$ cat config.mk
export PLATFORM = sky130hd
export DESIGN_NAME = trace_buffer_entry_formatter
export DESIGN_NICKNAME = d
export VERILOG_FILES = /design/src/rtl/trace_fmt_pkg.sv /design/src/rtl/nibble_ser_if.sv /design/src/rtl/nibble_serializer.sv /design/src/rtl/trace_buffer_entry_formatter.sv
export VERILOG_INCLUDE_DIRS = /design/src /design/src/rtl
export SDC_FILE = /design/constraint.sdc
export NUM_CORES = 1
export LEC_CHECK = 0
export BUFFER_PORTS_ARGS = -buffer_cell sky130_fd_sc_hd__clkbuf_2
export CORE_ASPECT_RATIO = 1.4
export CORE_MARGIN = 10
export CORE_UTILIZATION = 55
export CTS_CLUSTER_DIAMETER = 60
export DETAILED_ROUTE_END_ITERATION = 12
export PLACE_DENSITY_LB_ADDON = 0.3
export SETUP_SLACK_MARGIN = 0.2
export SLEW_MARGIN = 15
export SYNTH_ARGS = -nofsm -noshare
export SYNTH_HDL_FRONTEND = slang
export SYNTH_SLANG_ARGS = --single-unit
$ cat constraint.sdc
create_clock -name core_clk_i -period 6.3 [get_ports core_clk_i]
set_clock_uncertainty 0.05 [all_clocks]
set_input_delay 0.945 -clock core_clk_i [delete_from_list [all_inputs] [get_ports core_clk_i]]
set_output_delay 0.945 -clock core_clk_i [all_outputs]
set_load 0.01 [all_outputs]
$ cat src/rtl/trace_fmt_regs.svh
`ifndef TRACE_FMT_REGS_SVH
`define TRACE_FMT_REGS_SVH

// status codes
`define ST_TAKEN 5'h05
`define ST_MARK_2B 5'h0d
`define ST_MARK_3B 5'h0e
`define ST_EXC_FIRST 5'h1c
`define ST_OPD_BYTE 5'h08
`define ST_OPD_WORD 5'h09
`define ST_OPD_LONG 5'h0b

// entry layout
`define ENT_STATUS_BIT 1'h0
`define ENT_DATA_BIT 1'h1
`define ENT_ADDR_PFX 2'h2

// branch target bytes setting
`define BTB_OFF 2'h0
`define BTB_2B 2'h1
`define BTB_3B 2'h2

// nibble counts
`define NIB_ADDR_2B 4'h4
`define NIB_ADDR_3B 4'h6
`define NIB_OPD_BYTE 4'h2
`define NIB_OPD_WORD 4'h4
`define NIB_OPD_LONG 4'h8

// repeat limit for multi-cycle modes
`define REP_MAX 2'h2
`define REP_ONE 2'h1

`endif

$ cat src/rtl/trace_fmt_pkg.sv
package trace_fmt_pkg;

    typedef enum logic [2:0] {
        S_IDLE = 3'h1,
        S_MARK = 3'h2,
        S_SER = 3'h4
    } fmt_state_t;

    typedef logic [5:0] tb_entry_t;

endpackage

$ cat src/rtl/nibble_ser_if.sv
interface nibble_ser_if;
    logic start;
    logic [31:0] value;
    logic [3:0] count;
    logic [1:0] prefix;
    trace_fmt_pkg::tb_entry_t entry;
    logic valid;
    logic last;

    modport ctrl (output start, output value, output count, output prefix, input entry, input valid, input last);
    modport ser (input start, input value, input count, input prefix, output entry, output valid, output last);
endinterface

$ cat src/rtl/nibble_serializer.sv
`include "trace_fmt_regs.svh"

module nibble_serializer (
    input wire logic core_clk_i,
    input wire logic nrst_i,
    nibble_ser_if.ser s
);
    logic [31:0] val_q;
    logic [31:0] val_d;
    logic [3:0] cnt_q;
    logic [3:0] cnt_d;
    logic [1:0] pfx_q;
    logic [1:0] pfx_d;

    // least significant nibble first
    always_comb begin
        val_d = val_q;
        cnt_d = cnt_q;
        pfx_d = pfx_q;
        if (s.start) begin
            val_d = s.value;
            cnt_d = s.count;
            pfx_d = s.prefix;
        end else if (cnt_q != 4'h0) begin
            val_d = val_q >> 4;
            cnt_d = cnt_q - 4'h1;
        end
    end

    always_ff @(posedge core_clk_i or negedge nrst_i) begin
        if (!nrst_i) begin
            val_q <= 32'h0;
            cnt_q <= 4'h0;
            pfx_q <= 2'h0;
        end else begin
            val_q <= val_d;
            cnt_q <= cnt_d;
            pfx_q <= pfx_d;
        end
    end

    assign s.entry = {pfx_q, val_q[3:0]};
    assign s.valid = cnt_q != 4'h0;
    assign s.last = cnt_q == 4'h1;
endmodule // nibble_serializer

$ cat src/rtl/trace_buffer_entry_formatter.sv
// Function
// - a taken branch writes status 0x05 into the trace buffer.
// - target captured only for taken branches flagged as variant addressing.
// - branch target bytes setting selects no capture, two or three bytes.
// - marker 0x0d or 0x0e written directly before address nibbles.
// - multi-byte values are emitted least significant nibble first.
// - every trace buffer entry is six bits wide.
// - status entry 0+code; data entry 1, read/write bit, nibble.
// - address entry is prefix 10 plus nibble of address shifted right one.
// - two-byte register jump gives 05, 0d, then four address nibbles.
// - interrupt gives two 1c, then 05, 0d and vector nibbles.
// - operand capture disabled means no operand data entries.
// - multi-cycle exception code recorded twice, further repeats suppressed.
// - successive entries go to consecutive buffer locations.
`include "trace_fmt_regs.svh"

module trace_buffer_entry_formatter #(
    parameter int DEPTH = 64,
    parameter int AW = $clog2(DEPTH)
) (
    input wire logic core_clk_i,
    input wire logic nrst_i,
    input wire logic pst_valid_i,
    input wire logic [4:0] pst_code_i,
    input wire logic variant_i,
    input wire logic [31:0] target_i,
    input wire logic opd_valid_i,
    input wire logic opd_rw_i,
    input wire logic [31:0] opd_data_i,
    input wire logic [1:0] branch_target_bytes_i,
    input wire logic opd_capture_en_i,
    output logic pst_ready_o,
    output logic tb_we_o,
    output logic [AW-1:0] tb_addr_o,
    output logic [5:0] tb_entry_o
);
    localparam logic [AW-1:0] LAST_LOC = AW'(DEPTH - 1);

    trace_fmt_pkg::fmt_state_t state_q;
    trace_fmt_pkg::fmt_state_t state_d;
    logic ready_q;
    logic ready_d;
    logic we_q;
    logic we_d;
    logic [AW-1:0] addr_q;
    logic [AW-1:0] addr_d;
    logic [AW-1:0] wptr_q;
    logic [AW-1:0] wptr_d;
    trace_fmt_pkg::tb_entry_t entry_q;
    trace_fmt_pkg::tb_entry_t entry_d;
    logic [4:0] last_code_q;
    logic [4:0] last_code_d;
    logic [1:0] rep_q;
    logic [1:0] rep_d;
    logic [23:0] tgt_q;
    logic [23:0] tgt_d;
    logic three_q;
    logic three_d;
    logic take;
    logic capture;
    logic is_opd;
    logic is_multi;
    logic suppress;
    logic [3:0] opd_nibs;

    nibble_ser_if ser_bus();

    nibble_serializer u_ser (
        .core_clk_i(core_clk_i),
        .nrst_i(nrst_i),
        .s(ser_bus)
    );

    always_comb begin
        take = pst_valid_i && ready_q;
        capture = (pst_code_i == `ST_TAKEN) && variant_i && (branch_target_bytes_i != `BTB_OFF);
        is_opd = (pst_code_i == `ST_OPD_BYTE) || (pst_code_i == `ST_OPD_WORD) || (pst_code_i == `ST_OPD_LONG);
        is_multi = pst_code_i >= `ST_EXC_FIRST;
        suppress = is_multi && (pst_code_i == last_code_q) && (rep_q == `REP_MAX);
        unique case (pst_code_i)
            `ST_OPD_BYTE: opd_nibs = `NIB_OPD_BYTE;
            `ST_OPD_WORD: opd_nibs = `NIB_OPD_WORD;
            default: opd_nibs = `NIB_OPD_LONG;
        endcase
    end

    always_comb begin
        state_d = state_q;
        we_d = 1'b0;
        entry_d = entry_q;
        last_code_d = last_code_q;
        rep_d = rep_q;
        tgt_d = tgt_q;
        three_d = three_q;
        ser_bus.start = 1'b0;
        ser_bus.value = 32'h0;
        ser_bus.count = 4'h0;
        ser_bus.prefix = 2'h0;
        unique case (state_q)
            trace_fmt_pkg::S_IDLE: begin
                if (take) begin
                    we_d = !suppress;
                    entry_d = {`ENT_STATUS_BIT, pst_code_i};
                    if (pst_code_i == last_code_q) begin
                        rep_d = (rep_q == `REP_MAX) ? rep_q : rep_q + `REP_ONE;
                    end else begin
                        rep_d = `REP_ONE;
                        last_code_d = pst_code_i;
                    end
                    if (capture) begin
                        state_d = trace_fmt_pkg::S_MARK;
                        tgt_d = target_i[24:1];
                        three_d = branch_target_bytes_i == `BTB_3B;
                    end else if (is_opd && opd_valid_i && opd_capture_en_i) begin
                        ser_bus.start = 1'b1;
                        ser_bus.value = opd_data_i;
                        ser_bus.count = opd_nibs;
                        ser_bus.prefix = {`ENT_DATA_BIT, opd_rw_i};
                        state_d = trace_fmt_pkg::S_SER;
                    end
                end
            end
            trace_fmt_pkg::S_MARK: begin
                // marker right after the 0x05 entry, nibbles follow at once
                we_d = 1'b1;
                entry_d = {`ENT_STATUS_BIT, three_q ? `ST_MARK_3B : `ST_MARK_2B};
                ser_bus.start = 1'b1;
                ser_bus.value = {8'h0, tgt_q};
                ser_bus.count = three_q ? `NIB_ADDR_3B : `NIB_ADDR_2B;
                ser_bus.prefix = `ENT_ADDR_PFX;
                state_d = trace_fmt_pkg::S_SER;
            end
            trace_fmt_pkg::S_SER: begin
                we_d = ser_bus.valid;
                entry_d = ser_bus.entry;
                if (ser_bus.last) begin
                    state_d = trace_fmt_pkg::S_IDLE;
                end
            end
        endcase
        ready_d = state_d == trace_fmt_pkg::S_IDLE;
        addr_d = we_d ? wptr_q : addr_q;
        wptr_d = wptr_q;
        if (we_d) begin
            wptr_d = (wptr_q == LAST_LOC) ? '0 : wptr_q + 1'b1;
        end
    end

    always_ff @(posedge core_clk_i or negedge nrst_i) begin
        if (!nrst_i) begin
            state_q <= trace_fmt_pkg::S_IDLE;
            ready_q <= 1'b0;
            we_q <= 1'b0;
            addr_q <= '0;
            wptr_q <= '0;
            entry_q <= 6'h0;
            last_code_q <= 5'h0;
            rep_q <= 2'h0;
            tgt_q <= 24'h0;
            three_q <= 1'b0;
        end else begin
            state_q <= state_d;
            ready_q <= ready_d;
            we_q <= we_d;
            addr_q <= addr_d;
            wptr_q <= wptr_d;
            entry_q <= entry_d;
            last_code_q <= last_code_d;
            rep_q <= rep_d;
            tgt_q <= tgt_d;
            three_q <= three_d;
        end
    end

    assign pst_ready_o = ready_q;
    assign tb_we_o = we_q;
    assign tb_addr_o = addr_q;
    assign tb_entry_o = entry_q;
endmodule // trace_buffer_entry_formatter

==> results of run 1 <==
[logic make-up (layout without fill, tap and decap cells)]
kind of cell | after synthesis | after routing | share of synthesized area, %
AO/OA/AOI/OAI | 118 | 118 | 17.5
XOR/XNOR | 8 | 8 | 1.54
adder cells (fa/ha/maj) | 4 | 4 | 1.10
buffers and inverters | 32 | 108 | 4.18
flip-flops | 93 | 93 | 51.2
multiplexers | 40 | 40 | 11.7
AND/OR/NAND/NOR | 114 | 114 | 12.8
[routing by layer]
layer	GRT usage (%)	wire, um	share of wire (%)	up-vias
met5	0	0	0	-
met4	6.88	175	1.8	0
met3	3.78	433	4.4	13
met2	28.6	5220	53	61
met1	17.9	4040	41	1661
li1	-	-	-	1616
[state kept, by name, indices dropped and copies added (netlist names)]
| name | cells |
|---|---|
| tb_we_o | 1 |
| rep_q | 2 |
| tb_addr_o | 6 |
| tb_entry_o | 6 |
| u_ser.cnt_q | 4 |
| last_code_q | 5 |
| three_q | 1 |
| u_ser.pfx_q | 2 |
| u_ser.val_q | 32 |
| pst_ready_o | 1 |
| wptr_q | 6 |
| state_q | 3 |
| tgt_q | 24 |
[report_power, final]
part           switching [mW]  internal [mW]
clock                   0.220          0.338
combinational           0.292          0.267
sequential              0.109          0.745
total                   0.621           1.35
[stage by stage]
step,cells,hold WS (ps),power [mW],util (%),instance area (um^2)
2_1_floorplan,409,389,1.28,-,4550
3_5_place_dp,571,411,1.43,61.2,4960
4_1_cts,587,429,1.99,65.1,5270
5_1_grt,587,449,2.09,65.1,5270
6_report,587,423,1.97,65.1,5270
3_3_place_gp,571,405,1.40,61.2,4960
[cells in the final DEF (no fill, tap or decap), drive strengths merged, types with 2 or more instances in the layout]
cell type / instances
a21oi: 7
nor2b: 2
nand4: 2
and2: 3
dfrtp: 92
o21a: 24
nor3: 5
buf: 5
nand2: 36
o31ai: 4
xor2: 4
a22o: 9
mux2: 32
nand3: 6
nor3b: 2
o22ai: 2
o21ai: 36
or3: 2
xnor2: 4
ha: 4
nor4: 4
inv: 5
clkbuf: 94
or3b: 4
mux2i: 8
nand2b: 3
or2: 2
clkinv: 3
nor2: 39
a22oi: 26
[path summary, 6_finish.rpt]
check	to	slack, ps	cells past startpoint
worst max-delay path	u_ser.val_q[31]	3060	7
worst min-delay path	u_ser.pfx_q[1]	420	1
worst max register to register	u_ser.val_q[31]	3330	6
worst min register to register	u_ser.pfx_q[1]	420	1
max in group asynchronous	u_ser.val_q[16]	4640	2
min in group asynchronous	last_code_q[1]	530	1
[worst reg2reg max path: cells and delay by family (launching register included)]
kind	cells	cell delay (ps)
AO/OA/AOI/OAI	1	240
buffers and inverters	1	420
flip-flops	1	620
AND/OR/NAND/NOR	4	1530
[layout make-up]
cell class              count  area [um^2]
repair buffers             87          448
clock inverters             4         45.0
well taps                 102          128
fillers                   658         2830
clock buffers              12          267
flip-flops and latches     93         2330
multi-input cells         284         2040
inverters                   5         18.8
==> reports/results.tsv, run 1 <==
stage	metric	value	unit
synthesis	synth-main-ff-cell	dfrtp_1	
worst_setup_path	start_kind	input pin	
worst_setup_path	critPathSlowestCell	or2_1	
timing	slew_headroom	46.6	%
timing	fin_crit_sh	51.5	%
finish	final_nets	562	
floorplan	die_height	128	um
clock_network	clk_latency	340	ps
synthesis	synth-async-reset-ratio	100	%
floorplan	start_util	56.2	%
synthesis	synth.yosys.warnings	0	
floorplan	die_area	12400	um^2
synthesis	synth_fp_nets	491	
clock_network	cts_tree	done	
timing	period_minus_slack	3240	ps
worst_setup_path	end_kind	register	
grt	grt_pass1_wl	16700	um
clock_network	cts_resized	0	
grt	overflow	0	
floorplan	die_w	96.9	um
floorplan	std_cell_rows	39	
power_and_ir_drop	p_per_area	374	nW/um^2
worst_setup_path	path_buf_inv	2	
clock_network	cts_buffers	9	
timing	tightest_slew	801	ps
routing	dr.pass1.iters	4	
synthesis	netlist_area	4550	um^2
routing	drt_iter0_markers	208	
synthesis	synth_edf_count	0	
grt	antenna_found_initial	0	
clock_network	clockBufferDepth	2	
status	status	finished, final reports clean	
placed_design	portBuffers	83	
timing	final_hold_viol_count	0	
grt	grt_max_degree	51	
floorplan	num_io_pins	92	
power_and_ir_drop	p_leak	2.56	nW
run	maxCapViolations	0	
power_and_ir_drop	ir_worst_vdd	0.200	mV
timing	setup_viol	0	
routing	drc	0	
hold_path	min_path_type	register to register	
clock_network	post-cts-setup-buffers	0	
synthesis	synth.distinct_cells	52	
synthesis	synth_top_cell_area_share	50.6	%
worst_setup_path	crit_chain	clkbuf_2, or3b_1, nor4_4, buf_4, or2_1, nor2_1, a22o_1	
finish	diodes	0	
routing	vias_per_cell	5.71	
clock_network	htreeDepth	3	
clock_network	clkSinkCount	93	
timing	rsz0062_at_grt	no	
routing	vias	3351	
synthesis	netlist_top_cells_count	dfrtp_1, nor2_1, o21ai_0	
floorplan	core_area	8100	um^2
synthesis	synth_largest_area_cell	dfrtp_1	
worst_setup_path	r2r_start	state_q[0]	
clock_network	root_buffer	clkbuf_16	
synthesis	ys_seq_elements	93	
finish	area_delta_synth_final	15.8	%
synthesis	ys_top_cells_by_area	dfrtp_1, mux2_4, a22oi_1	
timing	fin_tns_setup	0	ps
placed_design	pre_cts_ws	2700	ps
worst_setup_path	crit_type	input pin to register	
routing	drt_wl_total	9870	um
worst_setup_path	required	6480	ps
routing	antenna_violating_nets_post_route	0	
timing	maxSlewViolCount	0	
placed_design	dp_hpwl	7150	um
synthesis	yosysMostFrequentCell	dfrtp_1	
worst_setup_path	cpPeakStageDelay	690	ps
placed_design	gp_congestion	0.814	
routing	wl_per_cell	16.8	um
worst_setup_path	crit_start	pst_code_i[4]	
finish	layout-drive-gt1-share	29.5	%
timing	worst_slack	3060	ps
clock_network	cts_hold_buf	0	
hold_path	hold_path_startpoint	u_ser.pfx_q[1]	
grt	track_usage	16.1	%
synthesis	ys_seq_area_share	51.2	%
worst_setup_path	crit_family	simple AND/OR/NAND/NOR gates	
timing	clock.fmax	0.308	GHz
synthesis	synth_cells	409	
worst_setup_path	path_max_fanout	41	
grt	grt_pass1_vias	3519	
worst_setup_path	crit_arrival	3420	ps
clock_network	path_clk_slew	60	ps
synthesis	synth.avg_cell_area	11.1	um^2
(Power assumes the default switching activity.)
==> run 2, diff against run 1 <==
--- a/config.mk
+++ b/config.mk
@@ -6,10 +6,11 @@
 export SDC_FILE = /design/constraint.sdc
 export NUM_CORES = 1
 export LEC_CHECK = 0
+export ABC_AREA = 1
 export BUFFER_PORTS_ARGS = -buffer_cell sky130_fd_sc_hd__clkbuf_2
 export CORE_ASPECT_RATIO = 1.4
 export CORE_MARGIN = 10
-export CORE_UTILIZATION = 55
+export CORE_UTILIZATION = 50
 export CTS_CLUSTER_DIAMETER = 60
 export DETAILED_ROUTE_END_ITERATION = 12
 export PLACE_DENSITY_LB_ADDON = 0.3
==> constraint.sdc (replaced) <==
create_clock -name core_clk_i -period 2.81 [get_ports core_clk_i]
set_clock_uncertainty 0.05 [all_clocks]
set_input_delay 0.4215 -clock core_clk_i [delete_from_list [all_inputs] [get_ports core_clk_i]]
set_output_delay 0.4215 -clock core_clk_i [all_outputs]
set_load 0.01 [all_outputs]
==> run 2 against run 1 <==
Net effect: design area rose by 1.9%; largest power group unchanged; register-to-register slack got worse by 2700 ps; area after synthesis increased by 1.6%.
==> reports/results.tsv, run 2 <==
stage	metric	value	unit	change
clock_network	clk_latency	330	ps	about the same
clock_network	cts_buffers	9		unchanged
finish	fill_cells	853		+30%
clock_network	cts_hold_buf	0		unchanged
timing	fin_crit_sh	77.6	%	
finish	largestRegisters	u_ser.val_q x32, tgt_q x24		
floorplan	die_w	101	um	+4.5%
timing	fin_tns_setup	0	ps	unchanged
routing	drc	0		unchanged
floorplan	num_io_pins	92		unchanged
grt	overflow	0		unchanged
worst_setup_path	crit_top_cell	nand2_1		
power_and_ir_drop	power_frac_clock	43.9	%	+16 points
routing	vias	3783		+13%
power_and_ir_drop	ir_worst_vdd	0.383	mV	+91%
worst_setup_path	critPathSlowestCell	nand2_2		
timing	clock.fmax	0.458	GHz	
worst_setup_path	crit_type	register to register		
synthesis	ys_top_cells_by_area	dfrtp_1, nand2_1, nor2_1		
synthesis	ys_seq_area_share	50.4	%	-0.79 points
routing	dr.pass1.iters	5		+1
finish	layout_common_cells	nand2_1, nor2_1, dfrtp_1		
clock_network	cts_resized	0		unchanged
clock_network	cts_tree	done		
synthesis	synth_cells	557		+36%
synthesis	netlist_area	4620	um^2	+1.6%
synthesis	synth_largest_area_cell	dfrtp_1		
floorplan	die_height	134	um	+4.8%
routing	drt_wl_total	10500	um	+6.2%
clock_network	root_buffer	clkbuf_16		
synthesis	synth_edf_count	0		unchanged
power_and_ir_drop	p_int	2.04	mW	+51%
timing	whs	50.3	ps	-373 ps
finish	layout_commonest_cell	nand2_1		
worst_setup_path	crit_chain	inv_1, nand3_2, inv_4, nor2_4, nand2_2, inv_2, nand2_1, nand2_1		
clock_network	path_clk_slew	60	ps	about the same
timing	period_minus_slack	2180	ps	
placed_design	dp.cells	734		+29%
run	maxCapViolations	0		unchanged
worst_setup_path	path_max_fanout	32		-22%
power_and_ir_drop	p_leak	3.03	nW	+18%
finish	largest_register_ffs	32		unchanged
power_and_ir_drop	seqPwrFrac	51.9	%	+8.5 points
synthesis	synth_fp_nets	639		+30%
timing	setup_viol	0		unchanged
synthesis	synth.yosys.warnings	0		unchanged
floorplan	core_area	9030	um^2	+11%
floorplan	start_util	51.2	%	-5.0 points
timing	rsz0062_at_grt	no		
grt	track_usage	16.2	%	+0.11 points
worst_setup_path	start_kind	register		
worst_setup_path	end_kind	register		
grt	grt_pass1_vias	4006		+14%
power_and_ir_drop	power	2.59	mW	+32%
finish	layout-drive-gt1-share	22.7	%	-6.8 points
power_and_ir_drop	power_frac_comb	4.2	%	-24 points
finish	area_delta_synth_final	16.2	%	
finish	top_register	u_ser.val_q		
clock_network	clkSinkCount	93		unchanged
power_and_ir_drop	p_per_area	482	nW/um^2	+29%
synthesis	synth.distinct_cells	39		-25%
finish	diodes	0		unchanged
placed_design	portBuffers	83		unchanged
timing	tightest_slew	616	ps	-185 ps
timing	slew_headroom	58.9	%	+12 points
routing	drt_iter0_markers	198		-4.8%
timing	final_hold_viol_count	0		unchanged
synthesis	synth_top_cell_area_share	49.8	%	-0.78 points
floorplan	die_area	13500	um^2	+9.6%
clock_network	post-cts-setup-buffers	0		unchanged
hold_path	min_path_type	input pin to async pin		
synthesis	synth-main-ff-cell	dfrtp_1		
synthesis	synth.avg_cell_area	8.30	um^2	-25%
clock_network	clockBufferDepth	2		unchanged
synthesis	synth-async-reset-ratio	100	%	unchanged
synthesis	netlist_top_cells_count	nand2_1, nor2_1, dfrtp_1		
power_and_ir_drop	switchingPower	0.548	mW	-12%
power_and_ir_drop	swShare	21.2	%	-10 points
routing	vias_per_cell	5.04		-12%
grt	grt_max_degree	48		-5.9%
floorplan	std_cell_rows	41		+5.1%
worst_setup_path	cpPeakStageDelay	450	ps	-240 ps
grt	antenna_found_initial	0		unchanged
routing	wl_per_cell	14.0	um	-17%
synthesis	yosysMostFrequentCell	nand2_1		
clock_network	htreeDepth	3		unchanged
finish	finalNonFillerCells	750		+28%
worst_setup_path	ff2ff_setup_slack	630	ps	-2700 ps
timing	maxSlewViolCount	0		unchanged
finish	final_nets	720		+28%
worst_setup_path	crit_arrival	2350	ps	-1070 ps
synthesis	ys_seq_elements	93		unchanged
placed_design	gp_congestion	0.825		+1.4%
worst_setup_path	required	2980	ps	-3500 ps
status	status	finished, final reports clean		
routing	antenna_violating_nets_post_route	0		unchanged
placed_design	dp_hpwl	7740	um	+8.3%
grt	grt_pass1_wl	18100	um	+8.5%
[run 2: routing by layer]
metal	up-vias	wire length (um)	track usage, %
met5	-	0	0
met2	97	5470	28.0
met3	24	546	3.34
met1	1731	4180	18.2
met4	0	283	7.53
li1	1931	-	-
[run 2: final cells by class]
cell class | instances | area, um^2 | share of cell area (%)
Clock buffer | 14 | 264 | 4.91
Inverter | 33 | 126 | 2.35
Timing Repair Buffer | 87 | 460 | 8.57
Sequential cell | 93 | 2330 | 43.3
Tap cell | 107 | 134 | 2.49
Multi-Input combinational cell | 414 | 2040 | 38.0
Clock inverter | 2 | 16.3 | 0.303
[run 2: logic make-up after synthesis]
kind of cell	Yosys count	synth area share, %
AOI/OAI and AO/OA	36	4.33
xor gates and xnor gates	7	1.33
adders and majority gates	4	1.08
buffers and inverters	50	5.44
DFF	93	50.4
muxes	24	5.85
and+or+nand+nor	343	31.6
[run 2: worst max-delay path: cells and delay by family (launching register included)]
family / cells / cell delay (ps)
buffers and inverters: 3 / 650
flip-flops: 1 / 390
AND/OR/NAND/NOR: 5 / 980
[run 2: worst paths after layout]
check                                   to  cells after the start           start
max                         u_ser.val_q[0]                      8      state_q[2]
min                        u_ser.val_q[31]                      1          nrst_i
max reg2reg                 u_ser.val_q[0]                      8      state_q[2]
min reg2reg                 u_ser.pfx_q[1]                      2  u_ser.pfx_q[1]
max in group asynchronous         tgt_q[5]                      2          nrst_i
min in group core_clk_i    u_ser.val_q[31]                      3  opd_data_i[31]
[run 2: metrics by stage]
| stage | cell area [um^2] | worst slack, ps | utilization (%) |
|---|---|---|---|
| finish | 5370 | 629 | 59.5 |
| global route | 5370 | 305 | 59.5 |
| CTS | 5370 | 446 | 59.5 |
| detailed placement | 5090 | 467 | 56.4 |
| global placement | 5090 | 521 | 56.4 |
| floorplan | 4620 | 1220 | - |
[run 2: power by group through the flow]
stage | clock [mW] | combinational (mW) | sequential (mW)
3_5_place_dp | 0 | 0.112 | 1.37
6_report | 1.14 | 0.109 | 1.34
4_1_cts | 1.16 | 0.113 | 1.34
3_3_place_gp | 0 | 0.110 | 1.37
2_1_floorplan | 0 | 0.0186 | 1.37
5_1_grt | 1.21 | 0.123 | 1.34
==> run 3, diff against run 2 <==
--- a/config.mk
+++ b/config.mk
@@ -6,11 +6,11 @@
 export SDC_FILE = /design/constraint.sdc
 export NUM_CORES = 1
 export LEC_CHECK = 0
-export ABC_AREA = 1
+export ABC_AREA = 0
 export BUFFER_PORTS_ARGS = -buffer_cell sky130_fd_sc_hd__clkbuf_2
 export CORE_ASPECT_RATIO = 1.4
 export CORE_MARGIN = 10
-export CORE_UTILIZATION = 50
+export CORE_UTILIZATION = 55
 export CTS_CLUSTER_DIAMETER = 60
 export DETAILED_ROUTE_END_ITERATION = 12
 export PLACE_DENSITY_LB_ADDON = 0.3
==> constraint.sdc (replaced) <==
create_clock -name core_clk_i -period 2.02 [get_ports core_clk_i]
set_clock_uncertainty 0.05 [all_clocks]
set_input_delay 0.303 -clock core_clk_i [delete_from_list [all_inputs] [get_ports core_clk_i]]
set_output_delay 0.303 -clock core_clk_i [all_outputs]
set_load 0.01 [all_outputs]
==> run 3 against run 2 <==
Net effect: die area decreased by 8.7%; cell count decreased by 14%; the run now ends with negative setup slack left; first-iteration DRC count up 65%; combinational power increased to 25 times the previous value; non-clock buffer count grew 60; register-to-register slack lost 750 ps; clock power increased by 68%; critical path depth is 2 higher; wire length increased by 37%; highest routed layer unchanged; global-route usage increased by 5.4 points; largest cell class is now multi-input gates.
==> reports/results.tsv, run 3 (synthesis gave the netlist of run 1 again) <==
stage	metric	value	unit	change
worst_setup_path	crit_arrival	2370	ps	+20 ps
routing	wl_per_cell	22.1	um	+58%
finish	layout_commonest_cell	dfrtp_1		
finish	final_nets	622		-14%
finish	area.sequential	2330	um^2	unchanged
worst_setup_path	start_kind	register		
floorplan	num_io_pins	92		unchanged
placed_design	dp_hpwl	8000	um	+3.3%
timing	fin_crit_sh	106	%	+28 points
finish	largestRegisters	u_ser.val_q x32, tgt_q x24		
timing	period_minus_slack	2140	ps	-43.7 ps
timing	worst_slack	-117	ps	-746 ps
grt	antenna_found_initial	0		unchanged
grt	track_usage	21.5	%	+5.4 points
routing	drc	0		unchanged
routing	vias_per_cell	6.05		+20%
status	status	finished, violations left		
timing	whs	133	ps	+82.3 ps
power_and_ir_drop	switchingPower	2.50	mW	+360%
timing	setup_viol	31		+31
grt	overflow	0		unchanged
clock_network	path_clk_slew	70	ps	about the same
placed_design	portBuffers	83		unchanged
hold_path	min_path_type	input pin to register		
clock_network	htreeDepth	3		unchanged
routing	drt_wl_total	14300	um	+37%
clock_network	root_buffer	clkbuf_16		
finish	layout-drive-gt1-share	46.4	%	+24 points
worst_setup_path	path_max_fanout	6		-81%
finish	top_register	u_ser.val_q		
timing	maxSlewViolCount	0		unchanged
floorplan	die_height	128	um	-4.6%
power_and_ir_drop	power_frac_clock	25.9	%	-18 points
power_and_ir_drop	seqPwrFrac	36.5	%	-15 points
status	failed_checks	negative setup slack		
finish	area_delta_synth_final	39.9	%	
power_and_ir_drop	p_int	4.87	mW	+140%
floorplan	start_util	56.2	%	+5.0 points
worst_setup_path	crit_type	register to register		
timing	final_hold_viol_count	0		unchanged
clock_network	clk_latency	350	ps	+20 ps
clock_network	clkSinkCount	93		unchanged
routing	antenna_violating_nets_post_route	0		unchanged
power_and_ir_drop	ir_worst_vdd	0.667	mV	+74%
timing	clock.fmax	0.468	GHz	+2.0%
grt	grt_pass1_wl	21600	um	+19%
floorplan	core_area	8100	um^2	-10%
floorplan	std_cell_rows	39		-4.9%
power_and_ir_drop	p_leak	3.10	nW	+2.2%
routing	dr.pass1.iters	4		-1
clock_network	cts_tree	done		
floorplan	die_w	96.9	um	-4.3%
timing	tightest_slew	539	ps	-77.1 ps
routing	vias	3914		+3.5%
power_and_ir_drop	power_frac_comb	37.6	%	+33 points
finish	fill_cells	482		-43%
finish	diodes	0		unchanged
timing	rsz0062_at_grt	yes		
grt	grt_pass1_vias	4198		+4.8%
finish	layout_common_cells	dfrtp_1, clkbuf_2, nor2_1		
timing	slew_headroom	64.1	%	+5.1 points
power_and_ir_drop	p_per_area	1160	nW/um^2	+140%
power_and_ir_drop	power	7.37	mW	+180%
clock_network	cts_buffers	9		unchanged
finish	largest_register_ffs	32		unchanged
worst_setup_path	required	2250	ps	-730 ps
placed_design	gp_congestion	0.851		+3.1%
finish	multi_input_area	2360	um^2	+15%
power_and_ir_drop	swShare	33.9	%	+13 points
grt	grt_max_degree	39		-19%
clock_network	clockBufferDepth	2		unchanged
worst_setup_path	end_kind	register		
routing	drt_iter0_markers	326		+65%
run	maxCapViolations	0		unchanged
floorplan	die_area	12400	um^2	-8.7%
[run 3: metrics by stage]
| stage | utilization (%) | worst slack, ps | cells | cell area, um^2 | TNS [ps] |
|---|---|---|---|---|---|
| 2_1_floorplan | - | -59.4 | 409 | 4570 | -1060 |
| 3_3_place_gp | 65.0 | -20.9 | 604 | 5270 | -438 |
| 3_5_place_dp | 65.0 | -78.2 | 604 | 5270 | -1590 |
| 4_1_cts | 74.6 | -8.36 | 637 | 6040 | -37.2 |
| 5_1_grt | 78.6 | -172 | 647 | 6370 | -3740 |
| 6_report | 78.6 | -117 | 647 | 6370 | -1880 |
[run 3: layout make-up]
type,count,share of cell area (%)
multi-input combinational,284,37.0
sequential,93,36.6
timing repair buffer,147,18.8
clock buffer,11,3.97
tap,102,2.00
clock inverter,5,1.28
inverter,5,0.295
[run 3: repair_timing]
action | CTS | global route
setup buffers | 11 | 8
endpoints found under the setup margin | 67 | 76
gates resized for setup | 74 | 54
endpoints found under the hold margin | 34 | 0
hold buffers | 1 | 0
gates cloned | 5 | 2
pin swaps | 9 | 16
[run 3: routing by layer]
metal | part of all wire, % | global-route usage, % | up-vias | wire length, um
met5 | 0 | 0 | - | 0
met4 | 4.7 | 11.9 | 0 | 677
met3 | 6.2 | 5.12 | 56 | 881
met2 | 53 | 39.4 | 187 | 7600
met1 | 36 | 22.0 | 1939 | 5150
li1 | - | - | 1732 | -
[run 3: power groups by stage]
stage	combinational [mW]	clock, mW	sequential [mW]
2_1_floorplan	1.36	0	2.64
3_3_place_gp	1.93	0	2.64
3_5_place_dp	2.02	0	2.66
4_1_cts	2.35	1.89	2.64
5_1_grt	2.97	2.01	2.73
6_report	2.77	1.91	2.69
[run 3: final timing paths]
path | startpoint | endpoint | slack (ps) | depth (start not counted)
worst max-delay path | state_q[2] | u_ser.val_q[17] | -120 | 10
worst min register to register | tb_entry_o[2] | tb_entry_o[2] | 450 | 2
worst min-delay path | target_i[12] | tgt_q[11] | 130 | 2
max in group asynchronous | nrst_i | tgt_q[0] | 890 | 3
min in group asynchronous | nrst_i | u_ser.val_q[2] | 430 | 2
worst max register to register | state_q[2] | u_ser.val_q[17] | -120 | 10
[run 3: worst max-delay path: stages (launching register included)]
cell and delay, ps:
dfrtp_1 410, buf_6 140, or3b_4 410, nor4_4 240, buf_4 180, buf_6 100
nor2_4 50, nand2_4 110, buf_6 120, buf_12 110, o21a_1 140
